## config.mk

```make
export PLATFORM = sky130hd
export DESIGN_NAME = rdf_fifo_pair
export DESIGN_NICKNAME = d
export VERILOG_FILES = /design/src/design/rdf_link_fifo.v /design/src/design/rdf_fifo_pair.v
export VERILOG_INCLUDE_DIRS = /design/src /design/src/design
export SDC_FILE = /design/constraint.sdc
export NUM_CORES = 1
export LEC_CHECK = 0
export ABC_AREA = 1
export BUFFER_PORTS_ARGS = -buffer_cell sky130_fd_sc_hd__buf_2
export CELL_PAD_IN_SITES_DETAIL_PLACEMENT = 1
export CELL_PAD_IN_SITES_GLOBAL_PLACEMENT = 2
export CORE_MARGIN = 4
export CORE_UTILIZATION = 39
export DETAILED_ROUTE_END_ITERATION = 10
export HOLD_SLACK_MARGIN = 0.06
export PLACE_DENSITY_LB_ADDON = 0.1
export REMOVE_ABC_BUFFERS = 1
export SLEW_MARGIN = 0
export SYNTH_ARGS = -nofsm -noshare
export SYNTH_HDL_FRONTEND = slang
export SYNTH_SLANG_ARGS = --single-unit
```

## constraint.sdc

```tcl
create_clock -name clock -period 2.6 [get_ports clock]
set_input_delay 0.65 -clock clock [delete_from_list [all_inputs] [get_ports clock]]
set_output_delay 0.65 -clock clock [all_outputs]
set_load 0.02 [all_outputs]
```

## src/design/rdf_map.vh

```
// Function
// - two separate 64-entry byte buffers, receive and transmit
// - host reads receive buffer, writes transmit buffer
// - flag receive overflow and transmit underflow
// - status byte shows fill grade per access direction
// - expose stored byte count of each buffer
// - 4-bit threshold select, sixteen points, both buffers
// - rx threshold 4(v+1), tx threshold 61-4v
// - threshold signal when count reaches threshold
// - output select 0x00 rx, 0x02 tx threshold
`ifndef RDF_MAP_VH
`define RDF_MAP_VH
`define RDF_DEPTH          64
`define RDF_PTR_W          6
`define RDF_CNT_W          7
`define RDF_THR_W          4
`define RDF_SEL_W          6
`define RDF_SEL_RX_THR     6'h00
`define RDF_SEL_TX_THR     6'h02
`define RDF_TX_THR_BASE    7'h3D
`define RDF_THR_STEP_SH    2
`define RDF_LINK_FIFO_W    8
`define RDF_LINK_FIFO_D    32
`define RDF_FILL_SATURATE  4'hF
`endif

```

## src/design/rdf_link_fifo.v

```verilog
`timescale 1ns/1ns
module rdf_link_fifo #(
  parameter WIDTH = 8,
  parameter DEPTH = 32,
  parameter AW    = 5
) (
  // clock and reset
  input  wire             clock,
  input  wire             reset,
  // fill side
  input  wire             in_valid,
  output wire             in_ready,
  input  wire [WIDTH-1:0] in_data,
  // drain side
  output wire             out_valid,
  input  wire             out_ready,
  output wire [WIDTH-1:0] out_data
);
  reg [WIDTH-1:0] mem [0:DEPTH-1];
  reg [AW-1:0]    wr_ptr_ff;
  reg [AW-1:0]    rd_ptr_ff;
  reg [AW:0]      cnt_ff;
  wire            push;
  wire            pop;

  assign in_ready  = (cnt_ff != DEPTH[AW:0]);
  assign out_valid = (cnt_ff != {(AW+1){1'b0}});
  assign out_data  = mem[rd_ptr_ff];
  assign push      = in_valid & in_ready;
  assign pop       = out_valid & out_ready;

  always @(posedge clock) begin
    if (push) begin
      mem[wr_ptr_ff] <= in_data;
    end
  end

  always @(posedge clock) begin
    if (reset) begin
      wr_ptr_ff <= {AW{1'b0}};
      rd_ptr_ff <= {AW{1'b0}};
      cnt_ff    <= {(AW+1){1'b0}};
    end else begin
      if (push) begin
        wr_ptr_ff <= (wr_ptr_ff == DEPTH[AW-1:0] - 1'b1) ? {AW{1'b0}}
                     : wr_ptr_ff + 1'b1;
      end
      if (pop) begin
        rd_ptr_ff <= (rd_ptr_ff == DEPTH[AW-1:0] - 1'b1) ? {AW{1'b0}}
                     : rd_ptr_ff + 1'b1;
      end
      if (push & ~pop) begin
        cnt_ff <= cnt_ff + 1'b1;
      end else if (pop & ~push) begin
        cnt_ff <= cnt_ff - 1'b1;
      end
    end
  end
endmodule // rdf_link_fifo

```

## src/design/rdf_fifo_pair.v

```verilog
`timescale 1ns/1ns
`include "rdf_map.vh"
module rdf_fifo_pair #(
  parameter DEPTH = `RDF_DEPTH
) (
  // clock and reset
  input  wire                   clock,
  input  wire                   reset,
  // modem receive stream with its own bit clock, sampled on the system clock
  input  wire                   modem_rx_clk,
  input  wire                   modem_rx_valid,
  input  wire [7:0]             modem_rx_data,
  output wire                   modem_rx_ready,
  // modem transmit drain
  input  wire                   modem_tx_take,
  output reg  [7:0]             modem_tx_data_ff,
  // host side, one-cycle strobes
  input  wire                   host_rd_strobe,
  output reg  [7:0]             host_rd_data_ff,
  input  wire                   host_wr_strobe,
  input  wire [7:0]             host_wr_data,
  input  wire                   host_hdr_is_read,
  output reg  [3:0]             status_fill_ff,
  // status
  output reg  [`RDF_CNT_W-1:0]  rx_stored_byte_count,
  output reg  [`RDF_CNT_W-1:0]  tx_stored_byte_count,
  output reg                    rx_overflow_ff,
  output reg                    tx_underflow_ff,
  input  wire                   flag_clear,
  // threshold and general output
  input  wire [`RDF_THR_W-1:0]  buffer_threshold_select,
  input  wire [`RDF_SEL_W-1:0]  general_output_select,
  output reg                    general_output_pin
);
  ////////////////////////////////////////////////////////////////////////
  // storage
  reg [7:0]            rx_mem [0:DEPTH-1];
  reg [7:0]            tx_mem [0:DEPTH-1];
  reg [`RDF_PTR_W-1:0] rx_wp_ff;
  reg [`RDF_PTR_W-1:0] rx_rp_ff;
  reg [`RDF_PTR_W-1:0] tx_wp_ff;
  reg [`RDF_PTR_W-1:0] tx_rp_ff;
  reg                  clk_s1_ff;
  reg                  clk_s2_ff;
  reg                  clk_s3_ff;
  reg                  val_s1_ff;
  reg                  val_s2_ff;
  reg [7:0]            dat_s1_ff;
  reg [7:0]            dat_s2_ff;
  wire                 link_rise;
  wire                 link_valid;
  wire                 link_ready;
  wire                 q_valid;
  wire [7:0]           q_data;
  wire                 rx_store;
  wire                 rx_full;
  wire                 rx_empty;
  wire                 rx_take;
  wire                 tx_store;
  wire                 tx_take;
  wire                 tx_full;
  wire                 tx_empty;
  wire [`RDF_CNT_W-1:0] rx_thr;
  wire [`RDF_CNT_W-1:0] tx_thr;
  wire                 rx_thr_hit;
  wire                 tx_thr_hit;
  wire [`RDF_CNT_W-1:0] nxt_rx_count;
  wire [`RDF_CNT_W-1:0] nxt_tx_count;
  reg  [3:0]           nxt_status_fill;
  reg                  nxt_output_pin;
  reg                  nxt_rx_overflow;
  reg                  nxt_tx_underflow;

  function [`RDF_PTR_W-1:0] ptr_inc;
    input [`RDF_PTR_W-1:0] p;
    begin
      ptr_inc = (p == DEPTH[`RDF_PTR_W-1:0] - 1'b1) ? {`RDF_PTR_W{1'b0}}
                : p + 1'b1;
    end
  endfunction

  function [`RDF_CNT_W-1:0] cnt_next;
    input [`RDF_CNT_W-1:0] c;
    input                  up;
    input                  dn;
    begin
      if (up & ~dn) begin
        cnt_next = c + 1'b1;
      end else if (dn & ~up) begin
        cnt_next = c - 1'b1;
      end else begin
        cnt_next = c;
      end
    end
  endfunction

  function [3:0] fill_grade;
    input [`RDF_CNT_W-1:0] c;
    begin
      fill_grade = (c > 7'h0F) ? `RDF_FILL_SATURATE : c[3:0];
    end
  endfunction

  function buf_full;
    input [`RDF_CNT_W-1:0] c;
    begin
      buf_full = (c == DEPTH[`RDF_CNT_W-1:0]);
    end
  endfunction

  function buf_empty;
    input [`RDF_CNT_W-1:0] c;
    begin
      buf_empty = (c == {`RDF_CNT_W{1'b0}});
    end
  endfunction

  // shared by both thresholds
  function at_or_above;
    input [`RDF_CNT_W-1:0] c;
    input [`RDF_CNT_W-1:0] t;
    begin
      at_or_above = (c >= t);
    end
  endfunction

  ////////////////////////////////////////////////////////////////////////
  // modem receive input: two flip-flops before any logic reads it
  always @(posedge clock) begin
    if (reset) begin
      clk_s1_ff <= 1'b0;
      clk_s2_ff <= 1'b0;
      clk_s3_ff <= 1'b0;
      val_s1_ff <= 1'b0;
      val_s2_ff <= 1'b0;
      dat_s1_ff <= 8'h00;
      dat_s2_ff <= 8'h00;
    end else begin
      clk_s1_ff <= modem_rx_clk;
      clk_s2_ff <= clk_s1_ff;
      clk_s3_ff <= clk_s2_ff;
      val_s1_ff <= modem_rx_valid;
      val_s2_ff <= val_s1_ff;
      dat_s1_ff <= modem_rx_data;
      dat_s2_ff <= dat_s1_ff;
    end
  end

  // data is stable around the rising link edge, so the synced copy is safe
  assign link_rise      = clk_s2_ff & ~clk_s3_ff;
  assign link_valid     = link_rise & val_s2_ff;
  assign modem_rx_ready = link_ready;

  rdf_link_fifo #(
    .WIDTH (`RDF_LINK_FIFO_W),
    .DEPTH (`RDF_LINK_FIFO_D),
    .AW    (5)
  ) u_link_fifo (
    .clock     (clock),
    .reset     (reset),
    .in_valid  (link_valid),
    .in_ready  (link_ready),
    .in_data   (dat_s2_ff),
    .out_valid (q_valid),
    .out_ready (1'b1),
    .out_data  (q_data)
  );

  ////////////////////////////////////////////////////////////////////////
  // receive buffer: modem fills, host drains
  assign rx_full  = buf_full(rx_stored_byte_count);
  assign rx_empty = buf_empty(rx_stored_byte_count);
  assign rx_store = q_valid & ~rx_full;
  // reading past empty returns the stale byte, nothing moves
  assign rx_take  = host_rd_strobe & ~rx_empty;
  assign nxt_rx_count = cnt_next(rx_stored_byte_count,
                                 rx_store, rx_take);

  // set wins over clear when both land in one cycle
  always @* begin
    if (q_valid & rx_full) begin
      nxt_rx_overflow = 1'b1;
    end else if (flag_clear) begin
      nxt_rx_overflow = 1'b0;
    end else begin
      nxt_rx_overflow = rx_overflow_ff;
    end
  end

  always @(posedge clock) begin
    if (rx_store) begin
      rx_mem[rx_wp_ff] <= q_data;
    end
  end

  always @(posedge clock) begin
    if (reset) begin
      rx_wp_ff             <= {`RDF_PTR_W{1'b0}};
      rx_rp_ff             <= {`RDF_PTR_W{1'b0}};
      rx_stored_byte_count <= {`RDF_CNT_W{1'b0}};
      host_rd_data_ff      <= 8'h00;
      rx_overflow_ff       <= 1'b0;
    end else begin
      if (rx_store) begin
        rx_wp_ff <= ptr_inc(rx_wp_ff);
      end
      if (host_rd_strobe) begin
        host_rd_data_ff <= rx_mem[rx_rp_ff];
      end
      if (rx_take) begin
        rx_rp_ff <= ptr_inc(rx_rp_ff);
      end
      rx_stored_byte_count <= nxt_rx_count;
      rx_overflow_ff       <= nxt_rx_overflow;
    end
  end

  ////////////////////////////////////////////////////////////////////////
  // transmit buffer: host fills, modem drains
  assign tx_full  = buf_full(tx_stored_byte_count);
  assign tx_empty = buf_empty(tx_stored_byte_count);
  // writes into a full buffer are dropped rather than overwriting
  assign tx_store = host_wr_strobe & ~tx_full;
  assign tx_take  = modem_tx_take & ~tx_empty;
  assign nxt_tx_count = cnt_next(tx_stored_byte_count,
                                 tx_store, tx_take);

  // underflow is sticky until cleared; set wins over clear
  always @* begin
    if (modem_tx_take & tx_empty) begin
      nxt_tx_underflow = 1'b1;
    end else if (flag_clear) begin
      nxt_tx_underflow = 1'b0;
    end else begin
      nxt_tx_underflow = tx_underflow_ff;
    end
  end

  always @(posedge clock) begin
    if (tx_store) begin
      tx_mem[tx_wp_ff] <= host_wr_data;
    end
  end

  always @(posedge clock) begin
    if (reset) begin
      tx_wp_ff             <= {`RDF_PTR_W{1'b0}};
      tx_rp_ff             <= {`RDF_PTR_W{1'b0}};
      tx_stored_byte_count <= {`RDF_CNT_W{1'b0}};
      modem_tx_data_ff     <= 8'h00;
      tx_underflow_ff      <= 1'b0;
    end else begin
      if (tx_store) begin
        tx_wp_ff <= ptr_inc(tx_wp_ff);
      end
      if (tx_take) begin
        modem_tx_data_ff <= tx_mem[tx_rp_ff];
        tx_rp_ff         <= ptr_inc(tx_rp_ff);
      end
      tx_stored_byte_count <= nxt_tx_count;
      tx_underflow_ff      <= nxt_tx_underflow;
    end
  end

  ////////////////////////////////////////////////////////////////////////
  // status byte fill grade and threshold output
  assign rx_thr = {1'b0, buffer_threshold_select, 2'b00}
                  + 7'h04;
  assign tx_thr = `RDF_TX_THR_BASE
                  - {1'b0, buffer_threshold_select, 2'b00};
  assign rx_thr_hit = at_or_above(rx_stored_byte_count, rx_thr);
  assign tx_thr_hit = at_or_above(tx_stored_byte_count, tx_thr);

  // the header direction picks which buffer the status byte describes
  always @* begin
    if (host_hdr_is_read) begin
      nxt_status_fill = fill_grade(rx_stored_byte_count);
    end else begin
      nxt_status_fill = fill_grade(tx_stored_byte_count);
    end
  end

  // unused select codes hold the pin low instead of leaving it stale
  always @* begin
    case (general_output_select)
      `RDF_SEL_RX_THR: nxt_output_pin = rx_thr_hit;
      `RDF_SEL_TX_THR: nxt_output_pin = tx_thr_hit;
      default:         nxt_output_pin = 1'b0;
    endcase
  end

  // the compare runs every cycle, so the pin drops with the count
  always @(posedge clock) begin
    if (reset) begin
      status_fill_ff     <= 4'h0;
      general_output_pin <= 1'b0;
    end else begin
      status_fill_ff     <= nxt_status_fill;
      general_output_pin <= nxt_output_pin;
    end
  end
endmodule // rdf_fifo_pair

```

==> metrics <==
RSZ-0062 raised after global routing=true; register area share after synthesis=a little under three quarters; via/cell ratio=5.244; Placement Setup Slack=-0.003219 ns; IO Count=73; clock-pin slew on the worst setup and hold paths=0.06 ns; Peak Freq=0.4176 GHz; H-tree levels=4; GRT overflow=0; initial DRC count=2336; critical path arrival=3.10 ns; Final WS setup=between 0.2 and 0.25 ns; CP Capture Type=flip-flop; pin count of the biggest net entering global routing=99; syn_area_per_cell=11.59 um^2; dpl hpwl=about 100000 um; port buffer count=about 70; final setup fails=0; Die Area=0.1519 mm^2; CP required=3.30 ns; DRC viols=0; Psw=21.11 mW; most used cell, CP=nand2_1; Core Area=between 0.1 and 0.15 mm^2; CTS Buf Count=about 150; Seq pwr share=41.5%; M3 GR Usage=3.011%; final net count=5266; Synth Flop Type=edfxtp_1; period utilization=92.10%; run status=finished, final reports clean; internal power=~44 mW; setup TNS=0 ns; Least-Margin Pin Slew=approximately 0.60 ns; yosys synthesis warning count=0; Max VDD drop=791.8 uV; Layout area overhead=16.72%; Mapped Area=0.05683 mm^2; Gate power share=a little over a quarter; relative slew slack=about three fifths; wire length per cell=~23 um; CP Launch Type=flip-flop; CP peak stage delay=0.34 ns; Chip Width=slightly below 400 um; CTS tree=done; ys async rst share=0%; Post-Syn Instances=4904; Final Max Tran Viols=0; Cell Pwr Density=988.4 mW/mm^2; Post-synth EDFFs=1280; CTS max path bufs=3; CP max stage cell=dfxtp_1; GR Util All Layers=a little over a fifth; Netlist cell types=46; layout cell share with drive strength beyond 1=12.96%; worst hold-check path type=input port to flip-flop; starting density of the core=39.42%; critical path type=flip-flop to flip-flop; switch share=32.20%; num rows=139; Seq cells post-synth=1383; max_cap viols=0; first-pass GRT wire length=251000 um; Lkg Pwr=roughly 24 nW; Root Buffer=clkbuf_16; clock share of power=approximately 32%; Routed Antenna Nets=0; Initial DRT Pass Iterations=5; via count=37838; vias in the first global route=39458; critical-path cell list=inv_2 -> nand2_2 -> nor2_4 -> nand2_4 -> inv_4 -> buf_4 -> ha_2 -> inv_2 -> ha_1 -> nand3_1 -> nand2_1 -> nand2_1 -> nand2_1 -> a21oi_2 -> xnor2_1 -> nand2_1 -> a21oi_2; layer with the highest usage=met2; Die Y=389.7 um; skew final=0.03149 ns; GR Layer Usage met1=29.28%; Final Hold Vio Count=0; most common cell after layout, fill and taps aside=edfxtp_1; Period minus WS final=2.395 ns; total clock sinks=1383; antenna violations before repair=2; met2 GRT Util=between 30% and 40%; most frequent cells in the layout=1280 x edfxtp_1, 1254 x nand2_1, 999 x nand3_1; clk_lat worst skew=between 0.7 and 0.8 ns; Max FO, Critical Path=8; Post-Route WL=165900 um; final RePlAce weighted congestion=0.7790
==> area by class of cell <==
class                   count  area [um^2]
repair buffers            420         3709
clock inverters            78        759.5
well taps                1903         2381
flip-flops and latches   1383        40520
inverters                 144        565.5
multi-input cells        3089        14280
clock buffers             196         4105
fillers                 15115        77850
diodes                      3        7.507
==> worst paths after layout <==
check                   startpoint                    end  slack [ns]  cells after the start
max reg2reg  u_link_fifo.cnt_ff[0]  u_link_fifo.cnt_ff[5]        0.21                     17
max          u_link_fifo.cnt_ff[0]  u_link_fifo.cnt_ff[5]        0.21                     17
min                   modem_rx_clk              clk_s1_ff        0.12                      3
min reg2reg           dat_s1_ff[6]           dat_s2_ff[6]        0.40                      2
==> power by group through the flow <==
| stage | combinational (mW) | clock, mW | sequential (mW) |
|---|---|---|---|
| floorplan | 8.22 | 0 | 28.8 |
| global placement | 17.1 | 0 | 27.7 |
| detailed placement | 17.3 | 0 | 27.7 |
| CTS | 17.4 | 21.8 | 27.2 |
| global route | 19.0 | 22.8 | 27.3 |
| finish | 17.1 | 21.2 | 27.2 |
==> cells by family (layout without fill, tap and decap cells) <==
logic type / after synthesis / count (layout) / synth area share [%]
other: 0 / 3 / 0
AND/OR/NAND/NOR: 2704 / 2704 / 20.42
buffers and inverters: 432 / 838 / 3.791
XOR/XNOR: 24 / 24 / 0.3699
adder cells (fa/ha/maj): 41 / 41 / 0.9291
flip-flops: 1383 / 1383 / 71.26
AO/OA/AOI/OAI: 320 / 320 / 3.221
==> registers in the layout, summed over array words and instances (netlist names), 8 cells and up, named ones only <==
signal and count:
rx_mem 512, tx_mem 512, u_link_fifo.mem 256, dat_s1_ff 8, dat_s2_ff 8, host_rd_data_ff 8, modem_tx_data_ff 8
==> cell usage after synthesis (2+ instances only) <==
| cell | number | area, um^2 |
|---|---|---|
| nor2_2 | 4 | 25.02 |
| nand2_2 | 4 | 25.02 |
| nor3_1 | 22 | 110.1 |
| inv_4 | 4 | 25.02 |
| o221ai_1 | 42 | 367.9 |
| nand3_2 | 4 | 40.04 |
| o22ai_1 | 19 | 118.9 |
| buf_1 | 19 | 71.32 |
| nor2_4 | 2 | 22.52 |
| edfxtp_1 | 1280 | 38440 |
| clkbuf_1 | 67 | 251.5 |
| o21ai_0 | 150 | 750.7 |
| nor3_2 | 2 | 20.02 |
| clkinv_1 | 5 | 18.77 |
| fa_1 | 2 | 40.04 |
| inv_1 | 124 | 465.5 |
| o21bai_1 | 2 | 15.01 |
| nor3b_1 | 5 | 37.54 |
| a21o_1 | 2 | 15.01 |
| dfxtp_1 | 103 | 2062 |
| nor2_1 | 379 | 1423 |
| a311oi_1 | 4 | 35.03 |
| nand2_1 | 1259 | 4726 |
| buf_4 | 43 | 322.8 |
| buf_2 | 133 | 665.6 |
| xor2_1 | 14 | 122.6 |
| o21ai_1 | 33 | 165.2 |
| buf_6 | 26 | 292.8 |
| nand3_1 | 1001 | 5010 |
| o21a_1 | 6 | 45.04 |
| nand4_1 | 13 | 81.33 |
| and3_1 | 2 | 12.51 |
| a21oi_1 | 59 | 295.3 |
| xnor2_1 | 10 | 87.58 |
| inv_2 | 11 | 41.29 |
| ha_1 | 39 | 488.0 |
==> metal layers <==
metal,share of wire (%),up-vias
li1,-,17919
met1,45,19109
met2,50,594
met3,3.4,216
met4,2.3,0
met5,0,-
==> through the flow <==
stage               area [um^2]  util, %  total power, mW  hold WS (ns)  cells
CTS                       66230    45.94            66.44       0.06772   7213
global route              66320    46.00            69.04       0.09611   7213
floorplan                 55230        -            36.97        0.3883   4616
finish                    66330    46.01            65.56        0.1219   7216
detailed placement        61290    42.51            45.04        0.3945   6931
global placement          61290    42.51            44.76        0.3902   6931
==> worst max-delay path, delay by kind of cell (launching register included) <==
kind / cells / cell delay [ns]
buffers and inverters: 4 / 0.39
AND/OR/NAND/NOR: 8 / 0.75
adder cells (fa/ha/maj): 2 / 0.51
XOR/XNOR: 1 / 0.12
flip-flops: 1 / 0.34
AO/OA/AOI/OAI: 2 / 0.24
==> what timing repair did <==
item	in CTS	in global routing
gates resized for setup	0	24
hold buffers	8	0
endpoints found under the hold margin	8	0
setup buffers	0	0
setup endpoints to repair	0	77
(Power assumes the default switching activity.)
